**src/shared/fct_params.svh**
```systemverilog
// Summary of operation
// - command end clears busy, raises interrupt
// - type I commands run while drive not ready
// - type II/III refused when not ready, interrupt
// - whole-track read passes every byte
// - track read unsynced until index mark, gate off
// - id read sends six bytes in order
// - forced interrupt low bits pick conditions
// - forced interrupt ends command, clears busy
// - enabled condition later raises interrupt
// - zero conditions end command, no interrupt
// - status read or command write clears interrupt
// - immediate interrupt cleared only by zero force
// - several conditions are ORed
// - reset loads command code 03
// - reset holds not-ready flag cleared
// - reset release runs restore, sector gets 01
// - precomp allowed only in double density
// - density select low means double density
// - register select decode status track sector data
`ifndef FCT_PARAMS_SVH
`define FCT_PARAMS_SVH
// ----------------------------------------------------------------
// register byte offsets
// ----------------------------------------------------------------
`define FCT_OFS_STATCMD 8'h00
`define FCT_OFS_TRACK   8'h04
`define FCT_OFS_SECTOR  8'h08
`define FCT_OFS_DATA    8'h0C
`define FCT_OFS_CTRL    8'h10
// ----------------------------------------------------------------
// field positions and reset values
// ----------------------------------------------------------------
`define FCT_ST_BUSY     0
`define FCT_ST_NRDY     7
`define FCT_CTRL_DENSEL 0
`define FCT_CTRL_PREC   1
`define FCT_CMD_RST     8'h03
`define FCT_SEC_RST     8'h01
// ----------------------------------------------------------------
// timing
// ----------------------------------------------------------------
`define FCT_CLK_MHZ     250
`define FCT_BYTE_US     4
`define FCT_BYTE_CYC    (`FCT_BYTE_US * `FCT_CLK_MHZ)
`endif

```
**src/shared/fct_pkg.sv**
```systemverilog
package fct_pkg;
   // command classes decoded from the top nibble
   typedef enum logic [2:0] {
      FCT_C_TYPE1  = 3'b000,
      FCT_C_RDTRK  = 3'b001,
      FCT_C_RDID   = 3'b010,
      FCT_C_TYPE23 = 3'b011,
      FCT_C_FORCE  = 3'b100
   } fct_class_t;
   // execution states
   typedef enum logic [1:0] {
      FCT_S_IDLE = 2'b00,
      FCT_S_RUN  = 2'b01,
      FCT_S_DONE = 2'b10
   } fct_state_t;
   // drive side inputs travelling together
   typedef struct packed {
      logic ready;
      logic index;
      logic track_zero_sense;
   } fct_drv_t;
endpackage

```
**src/rtl/fct_sync.sv**
```systemverilog
`timescale 1ns/10ps
`default_nettype none
// three-stage synchroniser; output changes when stages 2 and 3 agree
module fct_sync
   import fct_pkg::*;
(
   input  wire logic aclk,
   input  wire logic aresetn,
   input  wire logic d,
   output logic      q
);
   logic [2:0] s_r;   // shift stages
   logic [2:0] s_nxt; // next stages
   logic       q_r;   // filtered level
   logic       q_nxt; // next level

   // ----------------------------------------------------------------
   // next values
   // ----------------------------------------------------------------
   always_comb begin
      s_nxt = {s_r[1:0], d};
      q_nxt = (s_r[1] == s_r[2]) ? s_r[2] : q_r;
   end

   // ----------------------------------------------------------------
   // registers
   // ----------------------------------------------------------------
   always_ff @(posedge aclk) begin
      if (!aresetn) begin
         s_r <= 3'h0;
         q_r <= 1'b0;
      end else begin
         s_r <= s_nxt;
         q_r <= q_nxt;
      end
   end

   assign q = q_r;
endmodule
`default_nettype wire

```
**src/rtl/fct_div.sv**
```systemverilog
`timescale 1ns/10ps
`include "fct_params.svh"
`default_nettype none
// byte-time enable divider
module fct_div
   import fct_pkg::*;
(
   input  wire logic aclk,
   input  wire logic aresetn,
   input  wire logic run,
   output logic      tick
);
   logic [10:0] cnt_r;   // cycle count
   logic [10:0] cnt_nxt; // next count

   // ----------------------------------------------------------------
   // count while running, pulse at wrap
   // ----------------------------------------------------------------
   always_comb begin
      if (!run || cnt_r == 11'(`FCT_BYTE_CYC - 1))
         cnt_nxt = 11'h000;
      else
         cnt_nxt = cnt_r + 11'h001;
   end

   always_ff @(posedge aclk) begin
      if (!aresetn)
         cnt_r <= 11'h000;
      else
         cnt_r <= cnt_nxt;
   end

   assign tick = run && (cnt_r == 11'(`FCT_BYTE_CYC - 1));
endmodule
`default_nettype wire

```
**src/rtl/fct_core.sv**
```systemverilog
// Implementation choices: the AXI4-Lite slave port and the placing of the registers.
`timescale 1ns/10ps
`include "fct_params.svh"
`default_nettype none
// command termination and interrupt core with AXI4-Lite slave
module fct_core
   import fct_pkg::*;
(
   input  wire logic        aclk,
   input  wire logic        aresetn,
   // axi4-lite slave
   input  wire logic [7:0]  s_axi_awaddr,
   input  wire logic        s_axi_awvalid,
   output logic             s_axi_awready,
   input  wire logic [31:0] s_axi_wdata,
   input  wire logic [3:0]  s_axi_wstrb,
   input  wire logic        s_axi_wvalid,
   output logic             s_axi_wready,
   output logic [1:0]       s_axi_bresp,
   output logic             s_axi_bvalid,
   input  wire logic        s_axi_bready,
   input  wire logic [7:0]  s_axi_araddr,
   input  wire logic        s_axi_arvalid,
   output logic             s_axi_arready,
   output logic [31:0]      s_axi_rdata,
   output logic [1:0]       s_axi_rresp,
   output logic             s_axi_rvalid,
   input  wire logic        s_axi_rready,
   // drive pins
   input  wire fct_drv_t    drv_in,
   input  wire logic [7:0]  disk_byte,
   input  wire logic        index_mark_seen,
   // outputs
   output logic             completion_irq,
   output logic             sep_sync_gate,
   output logic             precomp_active,
   output logic             step_in
);
   // ----------------------------------------------------------------
   // synchronised drive inputs
   // ----------------------------------------------------------------
   logic rdy_s;  // ready level
   logic idx_s;  // index level
   logic tz_s;   // track zero level

   fct_sync u_rdy (.aclk(aclk), .aresetn(aresetn), .d(drv_in.ready),            .q(rdy_s));
   fct_sync u_idx (.aclk(aclk), .aresetn(aresetn), .d(drv_in.index),            .q(idx_s));
   fct_sync u_tz  (.aclk(aclk), .aresetn(aresetn), .d(drv_in.track_zero_sense), .q(tz_s));

   // ----------------------------------------------------------------
   // state
   // ----------------------------------------------------------------
   fct_state_t  st_r,     st_nxt;      // execution state
   fct_class_t  cls_r,    cls_nxt;     // running class
   logic [7:0]  cmd_r,    cmd_nxt;     // command register
   logic [7:0]  trk_r,    trk_nxt;     // track register
   logic [7:0]  sec_r,    sec_nxt;     // sector register
   logic [7:0]  dat_r,    dat_nxt;     // data register
   logic [1:0]  ctrl_r,   ctrl_nxt;    // density and precomp controls
   logic        busy_r,   busy_nxt;    // busy status
   logic        nrdy_r,   nrdy_nxt;    // not-ready status
   logic        irq_r,    irq_nxt;     // completion interrupt
   logic        imm_r,    imm_nxt;     // immediate interrupt latched
   logic [2:0]  cond_r,   cond_nxt;    // armed forced conditions
   logic [2:0]  bcnt_r,   bcnt_nxt;    // byte counter
   logic        sync_r,   sync_nxt;    // track read locked
   logic        rdy_d_r;               // ready last cycle
   logic        idx_d_r;               // index last cycle
   logic        boot_r;                // reset restore pending
   logic        bvalid_r, bvalid_nxt;  // write response
   logic        rvalid_r, rvalid_nxt;  // read response
   logic [31:0] rdata_r,  rdata_nxt;   // read data
   logic        bresp_r,  bresp_nxt;   // write slverr
   logic        rresp_r,  rresp_nxt;   // read slverr
   logic        tick;                  // byte time pulse

   fct_div u_div (.aclk(aclk), .aresetn(aresetn), .run(st_r == FCT_S_RUN), .tick(tick));

   // ----------------------------------------------------------------
   // bus handshakes: write needs both channels, one at a time
   // ----------------------------------------------------------------
   logic wr_go;  // write taken
   logic rd_go;  // read taken
   assign wr_go         = s_axi_awvalid && s_axi_wvalid && !bvalid_r;
   assign rd_go         = s_axi_arvalid && !rvalid_r;
   assign s_axi_awready = wr_go;
   assign s_axi_wready  = wr_go;
   assign s_axi_arready = rd_go;

   logic cmd_wr;   // command written
   logic stat_rd;  // status read
   logic dat_rd;   // data read
   assign cmd_wr  = wr_go && s_axi_awaddr == `FCT_OFS_STATCMD && s_axi_wstrb[0];
   assign stat_rd = rd_go && s_axi_araddr == `FCT_OFS_STATCMD;
   assign dat_rd  = rd_go && s_axi_araddr == `FCT_OFS_DATA;

   // decode class from top nibble
   function automatic fct_class_t decode(input logic [7:0] c);
      fct_class_t k;
      k = FCT_C_TYPE23;
      if (c[7:4] == 4'hD)
         k = FCT_C_FORCE;
      else if (!c[7])
         k = FCT_C_TYPE1;
      else if (c[7:4] == 4'hE)
         k = FCT_C_RDTRK;
      else if (c[7:4] == 4'hC)
         k = FCT_C_RDID;
      return k;
   endfunction

   // ----------------------------------------------------------------
   // next state
   // ----------------------------------------------------------------
   logic cond_hit;  // enabled condition occurred
   always_comb begin
      st_nxt     = st_r;
      cls_nxt    = cls_r;
      cmd_nxt    = cmd_r;
      trk_nxt    = trk_r;
      sec_nxt    = sec_r;
      dat_nxt    = dat_r;
      ctrl_nxt   = ctrl_r;
      busy_nxt   = busy_r;
      nrdy_nxt   = !rdy_s;
      irq_nxt    = irq_r;
      imm_nxt    = imm_r;
      cond_nxt   = cond_r;
      bcnt_nxt   = bcnt_r;
      sync_nxt   = sync_r;
      bvalid_nxt = bvalid_r && !s_axi_bready;
      rvalid_nxt = rvalid_r && !s_axi_rready;
      rdata_nxt  = rdata_r;
      bresp_nxt  = bresp_r;
      rresp_nxt  = rresp_r;
      // conditions ORed together
      cond_hit = (cond_r[0] && rdy_s && !rdy_d_r)
               || (cond_r[1] && !rdy_s && rdy_d_r)
               || (cond_r[2] && idx_s && !idx_d_r);
      // clear by status read or command write unless immediate
      if ((stat_rd || cmd_wr) && !imm_r)
         irq_nxt = 1'b0;
      // register writes
      if (wr_go) begin
         bvalid_nxt = 1'b1;
         bresp_nxt  = 1'b0;
         unique case (s_axi_awaddr)
            `FCT_OFS_TRACK:  if (s_axi_wstrb[0]) trk_nxt = s_axi_wdata[7:0];
            `FCT_OFS_SECTOR: if (s_axi_wstrb[0]) sec_nxt = s_axi_wdata[7:0];
            `FCT_OFS_DATA:   if (s_axi_wstrb[0]) dat_nxt = s_axi_wdata[7:0];
            `FCT_OFS_CTRL:   if (s_axi_wstrb[0]) ctrl_nxt = s_axi_wdata[1:0];
            `FCT_OFS_STATCMD: ;
            default:         bresp_nxt = 1'b1;
         endcase
      end
      // running command progress on byte ticks
      if (st_r == FCT_S_RUN && tick) begin
         unique case (cls_r)
            FCT_C_TYPE1: begin
               if (tz_s || bcnt_r == 3'h7) begin
                  trk_nxt = 8'h00;
                  st_nxt  = FCT_S_DONE;
               end else
                  bcnt_nxt = bcnt_r + 3'h1;
            end
            FCT_C_RDID: begin
               unique case (bcnt_r)
                  3'h0:    dat_nxt = disk_byte;
                  3'h1:    dat_nxt = disk_byte;
                  3'h2:    dat_nxt = disk_byte;
                  3'h3:    dat_nxt = disk_byte;
                  3'h4:    dat_nxt = disk_byte;
                  default: dat_nxt = disk_byte;
               endcase
               if (bcnt_r == 3'h5)
                  st_nxt = FCT_S_DONE;
               bcnt_nxt = bcnt_r + 3'h1;
            end
            FCT_C_RDTRK: begin
               if (index_mark_seen)
                  sync_nxt = 1'b1;
               dat_nxt = disk_byte;
            end
            default: st_nxt = FCT_S_DONE;
         endcase
      end
      // locked track read ends at the next index edge, which seldom meets a tick
      if (st_r == FCT_S_RUN && cls_r == FCT_C_RDTRK && sync_r && idx_s && !idx_d_r)
         st_nxt = FCT_S_DONE;
      // completion: busy off, interrupt on
      if (st_r == FCT_S_DONE) begin
         busy_nxt = 1'b0;
         irq_nxt  = 1'b1;
         st_nxt   = FCT_S_IDLE;
      end
      // forced condition later met
      if (cond_hit)
         irq_nxt = 1'b1;
      // command load
      if (cmd_wr) begin
         cmd_nxt  = s_axi_wdata[7:0];
         cls_nxt  = decode(s_axi_wdata[7:0]);
         bcnt_nxt = 3'h0;
         sync_nxt = 1'b0;
         if (decode(s_axi_wdata[7:0]) == FCT_C_FORCE) begin
            st_nxt   = FCT_S_IDLE;
            busy_nxt = 1'b0;
            cond_nxt = s_axi_wdata[2:0];
            if (s_axi_wdata[3]) begin
               imm_nxt = 1'b1;
               irq_nxt = 1'b1;
            end else if (s_axi_wdata[3:0] == 4'h0) begin
               imm_nxt = 1'b0;
               irq_nxt = 1'b0;
            end
         end else if (decode(s_axi_wdata[7:0]) == FCT_C_TYPE1) begin
            st_nxt   = FCT_S_RUN;
            busy_nxt = 1'b1;
         end else if (!rdy_s) begin
            st_nxt   = FCT_S_IDLE;
            irq_nxt  = 1'b1;
            nrdy_nxt = 1'b1;
         end else begin
            st_nxt   = FCT_S_RUN;
            busy_nxt = 1'b1;
         end
      end
      // boot restore regardless of ready
      if (boot_r) begin
         st_nxt   = FCT_S_RUN;
         cls_nxt  = FCT_C_TYPE1;
         busy_nxt = 1'b1;
         bcnt_nxt = 3'h0;
      end
      // register reads
      if (rd_go) begin
         rvalid_nxt = 1'b1;
         rresp_nxt  = 1'b0;
         rdata_nxt  = 32'h0000_0000;
         unique case (s_axi_araddr)
            `FCT_OFS_STATCMD: begin
               rdata_nxt[`FCT_ST_BUSY] = busy_r;
               rdata_nxt[`FCT_ST_NRDY] = nrdy_r;
            end
            `FCT_OFS_TRACK:  rdata_nxt[7:0] = trk_r;
            `FCT_OFS_SECTOR: rdata_nxt[7:0] = sec_r;
            `FCT_OFS_DATA:   rdata_nxt[7:0] = dat_r;
            `FCT_OFS_CTRL:   rdata_nxt[1:0] = ctrl_r;
            default:         rresp_nxt = 1'b1;
         endcase
      end
   end

   // ----------------------------------------------------------------
   // registers
   // ----------------------------------------------------------------
   always_ff @(posedge aclk) begin
      if (!aresetn) begin
         st_r     <= FCT_S_IDLE;
         cls_r    <= FCT_C_TYPE1;
         cmd_r    <= `FCT_CMD_RST;
         trk_r    <= 8'h00;
         sec_r    <= `FCT_SEC_RST;
         dat_r    <= 8'h00;
         ctrl_r   <= 2'h0;
         busy_r   <= 1'b0;
         nrdy_r   <= 1'b0;
         irq_r    <= 1'b0;
         imm_r    <= 1'b0;
         cond_r   <= 3'h0;
         bcnt_r   <= 3'h0;
         sync_r   <= 1'b0;
         rdy_d_r  <= 1'b0;
         idx_d_r  <= 1'b0;
         boot_r   <= 1'b1;
         bvalid_r <= 1'b0;
         rvalid_r <= 1'b0;
         rdata_r  <= 32'h0000_0000;
         bresp_r  <= 1'b0;
         rresp_r  <= 1'b0;
      end else begin
         st_r     <= st_nxt;
         cls_r    <= cls_nxt;
         cmd_r    <= cmd_nxt;
         trk_r    <= trk_nxt;
         sec_r    <= sec_nxt;
         dat_r    <= dat_nxt;
         ctrl_r   <= ctrl_nxt;
         busy_r   <= busy_nxt;
         nrdy_r   <= nrdy_nxt;
         irq_r    <= irq_nxt;
         imm_r    <= imm_nxt;
         cond_r   <= cond_nxt;
         bcnt_r   <= bcnt_nxt;
         sync_r   <= sync_nxt;
         rdy_d_r  <= rdy_s;
         idx_d_r  <= idx_s;
         boot_r   <= 1'b0;
         bvalid_r <= bvalid_nxt;
         rvalid_r <= rvalid_nxt;
         rdata_r  <= rdata_nxt;
         bresp_r  <= bresp_nxt;
         rresp_r  <= rresp_nxt;
      end
   end

   // ----------------------------------------------------------------
   // outputs
   // ----------------------------------------------------------------
   assign completion_irq = irq_r;
   assign sep_sync_gate  = 1'b0;
   assign precomp_active = ctrl_r[`FCT_CTRL_PREC] && !ctrl_r[`FCT_CTRL_DENSEL];
   assign step_in        = 1'b0;
   assign s_axi_bvalid   = bvalid_r;
   assign s_axi_bresp    = {bresp_r, 1'b0};
   assign s_axi_rvalid   = rvalid_r;
   assign s_axi_rdata    = rdata_r;
   assign s_axi_rresp    = {rresp_r, 1'b0};
endmodule
`default_nettype wire

```
**config.mk**
```make
export PLATFORM = sky130hd
export DESIGN_NAME = fct_core
export DESIGN_NICKNAME = d
export VERILOG_FILES = /design/src/shared/fct_pkg.sv /design/src/rtl/fct_sync.sv /design/src/rtl/fct_div.sv /design/src/rtl/fct_core.sv
export VERILOG_INCLUDE_DIRS = /design/src /design/src/shared
export SDC_FILE = /design/constraint.sdc
export NUM_CORES = 1
export LEC_CHECK = 0
export BUFFER_PORTS_ARGS = -buffer_cell sky130_fd_sc_hd__buf_2
export CAP_MARGIN = 20
export CELL_PAD_IN_SITES_DETAIL_PLACEMENT = 2
export CELL_PAD_IN_SITES_GLOBAL_PLACEMENT = 2
export CORE_MARGIN = 10
export CORE_UTILIZATION = 30
export DETAILED_ROUTE_END_ITERATION = 7
export PLACE_DENSITY_LB_ADDON = 0.1
export SLEW_MARGIN = 0
export SYNTH_ARGS = -nofsm -noshare
export SYNTH_HDL_FRONTEND = slang
export SYNTH_SLANG_ARGS = --single-unit
```
**constraint.sdc**
```tcl
create_clock -name aclk -period 2.15 [get_ports aclk]
set_input_delay 0 -clock aclk [delete_from_list [all_inputs] [get_ports aclk]]
set_output_delay 0 -clock aclk [all_outputs]
set_load 0.02 [all_outputs]
```
==> run metrics, run 1 <==
H-tree levels=3; RSZ-0062 raised after global routing=no; Post-CTS Setup Bufs=0; cell taking the most area after synthesis=dfxtp_1; final wirelength=11800 um; Place WS=0.201 ns; final setup TNS=0 ns; Avg Cell Area, Syn=9.32 um2; critical-path maximum fanout=5; final hold vios=0; chip width=133 um; CTS tree=done; Netlist cell types=58; Max Root-Sink Buffers=2; Data arrival, critical path=2.20 ns; number of max-cap violations=0; initial antenna violation count=0; Post-CTS Hold Fix Bufs=16; Yosys Warn Count=0; largest net degree at the start of global routing=29; number of flops mapped to enable cells by yosys=0; first-pass GRT wire length=19400 um; CP Class=reg2reg; Tightest Hold Check Type=in2reg; CTS sink count=80; final core occ=0.370; P_leak=0.00186 uW; list of most frequent post-synthesis cells=dfxtp_1, nor2_1, buf_4, mux2i_1, a21oi_1; Post-synth ARST share=0; Final ANT Viol Nets=0; CP startpoint kind=register; Layout area overhead=21.2%; clock slew at reported path FFs=0.06 ns; Final Wtd Congestion=0.732; busiest layer in global routing=met2; pwr/cell area=688 mW/mm2; skew final=0.00670 ns; grt ovf=0; ys flop type=dfxtp_1; Via density=4.95; DRT Pass-1 Iters=4; Initial Utilization=0.305; post-synthesis sequential area ratio=0.418; Die Ht=133 um; Core Rows=41; PortBufs=60; status=completed; post-route setup slack=0.219 ns; root buf cell=clkbuf_16; VDD IR max=0.000328 V; sequential cell area=0.00160 mm2; Filler Cell Count=1422; Mapped Cells=411; DR vias=3279; die area=0.0177 mm2; wire per inst=17.9 um; total power=3200 uW; Fmax=518 MHz; post_cts resized=0; Nets=563; CORE AREA=0.0126 mm2; Tot GR Track Use=0.136; DRC violations left=0; routing usage on met3=0.0337; Iter 0 DRT Violations=85; vias in the first global route=3567; synthesized area=0.00383 mm2; WP data required=2.42 ns; slew margin rel.=0.608; area fraction of the dominant cell type after synthesis=0.418; Crit. End Element=register; GR Util met2=0.222; DPL Wire Length=8740 um; # setup viols final=0; max-slew violations=0; most common cell in the netlist=dfxtp_1; FF+latch count, synth=80; Tightest Pin Transition=0.587 ns; # diodes=0; M1 GR Usage=0.168; area of the multi-input gates=0.00200 mm2; Period minus WS final=1.93 ns; CTS Buf Count=9; layout cells sized above 1=0.204; Tcrit/Tclk final=0.898; top cells by area, synth=dfxtp_1, mux2i_1, buf_4; io pins=116; worst skew pair latency=0.34 ns
-- area by class of cell --
cell class                 instances  share of cell area
sequential                        80               0.345
timing repair buffer              87               0.117
inverter                           6             0.00485
clock buffer                      12              0.0552
clock inverter                     1             0.00108
tap                              172              0.0463
multi-input combinational        304               0.431
-- registers in the layout, summed over array words and instances, names as in the netlist, 2 cells and up --
register	flops
u_div.cnt_r	11
dat_r	8
s_axi_rdata	8
sec_r	8
trk_r	8
bcnt_r	3
cls_r	3
cond_r	3
u_idx.s_r	3
u_rdy.s_r	3
u_tz.s_r	3
ctrl_r	2
st_r	2
-- layer usage --
| metal | wire length (um) | vias up |
|---|---|---|
| met5 | 0 | - |
| met4 | 167 | 0 |
| met3 | 644 | 11 |
| met2 | 5560 | 77 |
| met1 | 5480 | 1622 |
| li1 | - | 1569 |
-- cells in the final DEF, fill, tap and decap left out, types with 5 or more instances in the layout --
cell type | synthesis | final
nand4_1 | 6 | 6
a22o_1 | 5 | 5
dlygate4sd3_1 | 0 | 16
a21oi_1 | 26 | 26
conb_1 | 1 | 28
a22oi_1 | 7 | 7
xor2_1 | 6 | 6
dfxtp_1 | 80 | 80
nand3_1 | 12 | 12
and2_1 | 11 | 11
nor2_1 | 42 | 42
mux2i_1 | 27 | 27
mux2_2 | 5 | 5
nand2b_1 | 8 | 8
buf_2 | 2 | 60
clkbuf_16 | 0 | 9
inv_1 | 5 | 5
xnor2_1 | 5 | 5
buf_4 | 31 | 11
nand2_1 | 21 | 21
o31ai_1 | 11 | 11
nor2b_1 | 5 | 5
o21ai_0 | 14 | 14
-- logic make-up (layout without fill, tap and decap cells) --
logic type	after synthesis	count (layout)	synth area share
buffers and inverters	54	106	0.0879
muxes	34	34	0.0970
other	1	28	0.000979
xor gates and xnor gates	11	11	0.0251
and+or+nand+nor	145	145	0.218
AOI/OAI and AO/OA	82	82	0.139
DFF	80	80	0.418
adders and majority gates	4	4	0.0131
-- per-stage QoR --
stage / hold slack (ns) / cell area [um2] / cells
CTS: 0.00238 / 4640 / 662
global route: 0.0451 / 4640 / 662
floorplan: 0.127 / 3930 / 438
detailed placement: 0.218 / 4220 / 633
global placement: 0.210 / 4220 / 633
finish: 0.0115 / 4640 / 662
-- worst paths after layout --
| path | startpoint | end | slack (ns) | cells after the start |
|---|---|---|---|---|
| setup / recovery | u_div.cnt_r[0] | bcnt_r[0] | 0.22 | 5 |
| hold reg to reg | u_rdy.s_r[0] | u_rdy.s_r[1] | 0.44 | 1 |
| setup reg to reg | u_div.cnt_r[0] | bcnt_r[0] | 0.22 | 5 |
| hold / removal | s_axi_awaddr[4] | bresp_r | 0.01 | 3 |
-- worst max-delay path, cell delays in order, from the launching register on --
cell and delay [ns]:
dfxtp_1 0.38, ha_1 0.24, and4bb_1 0.30, nand4_1 0.26, or4_1 0.54, a21oi_1 0.15
-- report_power, final --
group | internal, uW | total [uW] | switching (uW)
clock | 824 | 1410 | 583
combinational | 95.5 | 276 | 180
sequential | 1500 | 1510 | 12.0
total | 2420 | 3200 | 776
Power figures use the tool's default switching activity.
==> inputs of run 2 (changes only) <==
Settings changed: ABC_AREA set to 1, CORE_UTILIZATION 30 to 28.
==> run metrics, run 2 <==
status=completed; Initial Utilization=0.287 (-0.0178); skew final=0.00618 ns (-0.000516 ns); Tightest Pin Transition=0.505 ns (-0.0826 ns); P_leak=0.00237 uW (+27%); Via density=4.52 (-8.8%); die area=0.0195 mm2 (+10%); Mapped Cells=561 (+36%); register name with the most flops=u_div.cnt_r; max-slew violations=0 (unchanged); Fmax=585 MHz (+13%); list of most frequent post-synthesis cells=nand2_1, dfxtp_1, nor2_1, inv_1, a21oi_1; top cells by area, synth=dfxtp_1, nand2_1, nor2_1; CTS Buf Count=9 (unchanged); wire per inst=15.7 um (-12%); DR vias=3733 (+14%); DP Cell Count=789 (+25%); most common cell in the netlist=nand2_1; FF+latch count, synth=80 (unchanged); Core Rows=43 (+4.9%); Tcrit/Tclk final=0.795 (-0.103); Post-Layout Cell Count=826 (+25%); synthesized area=0.00400 mm2 (+4.4%); post_cts resized=0 (unchanged); VDD IR max=0.000351 V (+7.1%); number of max-cap violations=0 (unchanged); Nets=716 (+27%); initial antenna violation count=0 (unchanged); Tightest Hold Check Type=in2reg; Iter 0 DRT Violations=188 (+120%); vias in the first global route=4201 (+18%); worst skew pair latency=0.35 ns (about the same); Post-synth ARST share=0 (unchanged); final hold vios=0 (unchanged); first-pass GRT wire length=21500 um (+11%); CORE AREA=0.0139 mm2 (+11%); WP data required=2.39 ns (-0.03 ns); DPL Wire Length=10100 um (+16%); Hold Slack=0.0404 ns (+0.0290 ns); hold path depth=5 (+2); Netlist cell types=41 (-29%); # setup viols final=0 (unchanged); worst reg-to-reg path cell count=9 (+4); number of flops mapped to enable cells by yosys=0 (unchanged); PortBufs=60 (unchanged); Data arrival, critical path=1.95 ns (-0.25 ns); Sw Pwr=851 uW (+9.7%); layout cells sized above 1=0.187 (-0.0168); sw frac=0.246 (+0.00301); Pint=2610 uW (+7.9%); CTS tree=done; sequential power share=0.437 (-0.036); area fraction of the dominant cell type after synthesis=0.400 (-0.0177); Tot GR Track Use=0.136 (+0.000221); Final ANT Viol Nets=0 (unchanged); RSZ-0062 raised after global routing=no; Final Wtd Congestion=0.786 (+7.3%); ys flop type=dfxtp_1; Clock power frac=0.476 (+0.036); root buf cell=clkbuf_16; io pins=116 (unchanged); commonest non-fill, non-tap cell in the layout=nand2_1; critical-path maximum fanout=4 (-1); Die Ht=140 um (+4.9%); Place WS=0.422 ns (+0.221 ns); grt ovf=0 (unchanged); commonest non-fill, non-tap cells in the layout=nand2_1, dfxtp_1, nor2_1; Layout area overhead=21.7%; CTS sink count=80 (unchanged); Period minus WS final=1.71 ns (-0.221 ns); DRT Pass-1 Iters=4 (unchanged); Post-CTS Setup Bufs=0 (unchanged); CP startpoint kind=register; H-tree levels=3 (unchanged); post-route setup slack=0.440 ns (+0.221 ns); Yosys Warn Count=0 (unchanged); Crit. End Element=register; chip width=140 um (+4.9%); CP Class=reg2reg; final wirelength=13000 um (+9.7%); Avg Cell Area, Syn=7.13 um2 (-24%); Max Root-Sink Buffers=2 (unchanged); slew margin rel.=0.662 (+0.0538); Largest register FFs=11 (unchanged); final setup TNS=0 ns (unchanged); Gate power share=0.086 (about the same); largest net degree at the start of global routing=27 (-6.9%); clock slew at reported path FFs=0.06 ns (about the same); post-synthesis sequential area ratio=0.400 (-0.0177); # diodes=0 (unchanged); cell taking the most area after synthesis=dfxtp_1; pwr/cell area=711 mW/mm2 (+3.3%); DRC violations left=0 (unchanged)
[run 2: worst max-delay path: stages (launching register included)]
cell     delay (ns)
dfxtp_1        0.34
ha_1           0.21
ha_1           0.17
or2_1          0.25
nor2_1         0.15
a21oi_1        0.07
nor2_2         0.20
inv_2          0.07
nor2_1         0.09
nor2_1         0.05
[run 2: area by class of cell]
type                    count  area [um2]
fillers                  1673        9060
multi-input cells         380        1880
flip-flops and latches     80        1600
repair buffers             83         526
inverters                  87         329
clock buffers              10         229
well taps                 180         225
clock inverters             6        83.8
[run 2: metrics by stage]
stage / cell area [um2] / power (uW) / utilization
final: 4870 / 3460 / 0.349
after global routing: 4870 / 3610 / 0.349
after CTS: 4870 / 3510 / 0.349
after detailed placement: 4350 / 1820 / 0.312
after global placement: 4350 / 1810 / 0.312
after floorplan: 4100 / 1750 / -
[run 2: what timing repair did]
action	4_1_cts	5_1_grt
hold buffers	21	0
endpoints found under the hold margin	22	0
endpoints found under the setup margin	0	0
[run 2: final timing paths]
check	startpoint	end	slack, ns
hold reg to reg	u_rdy.s_r[0]	u_rdy.s_r[1]	0.41
setup reg to reg	bcnt_r[0]	bcnt_r[2]	0.44
setup / recovery	bcnt_r[0]	bcnt_r[2]	0.44
hold / removal	s_axi_arvalid	s_axi_rdata[7]	0.04
[run 2: routing by layer]
| layer | wire, um | vias to the layer above | track usage |
|---|---|---|---|
| li1 | - | 1879 | - |
| met2 | 6050 | 78 | 0.225 |
| met3 | 746 | 11 | 0.0388 |
| met5 | 0 | - | 0 |
| met4 | 150 | 0 | 0.0434 |
| met1 | 6050 | 1765 | 0.165 |
[run 2: kinds of logic after synthesis]
kind of cell,Yosys count,synth area share
compound gates,91,0.121
flops,80,0.400
other cells,1,0.000937
fa+ha+maj,4,0.0125
simple gates,257,0.309
buf+inv,128,0.156
[run 2: power by group through the flow]
stage	combinational, uW	clock [uW]	sequential (uW)
5_1_grt	334	1760	1520
3_5_place_dp	269	0	1550
3_3_place_gp	263	0	1550
4_1_cts	301	1700	1510
2_1_floorplan	205	0	1550
6_report	298	1650	1510
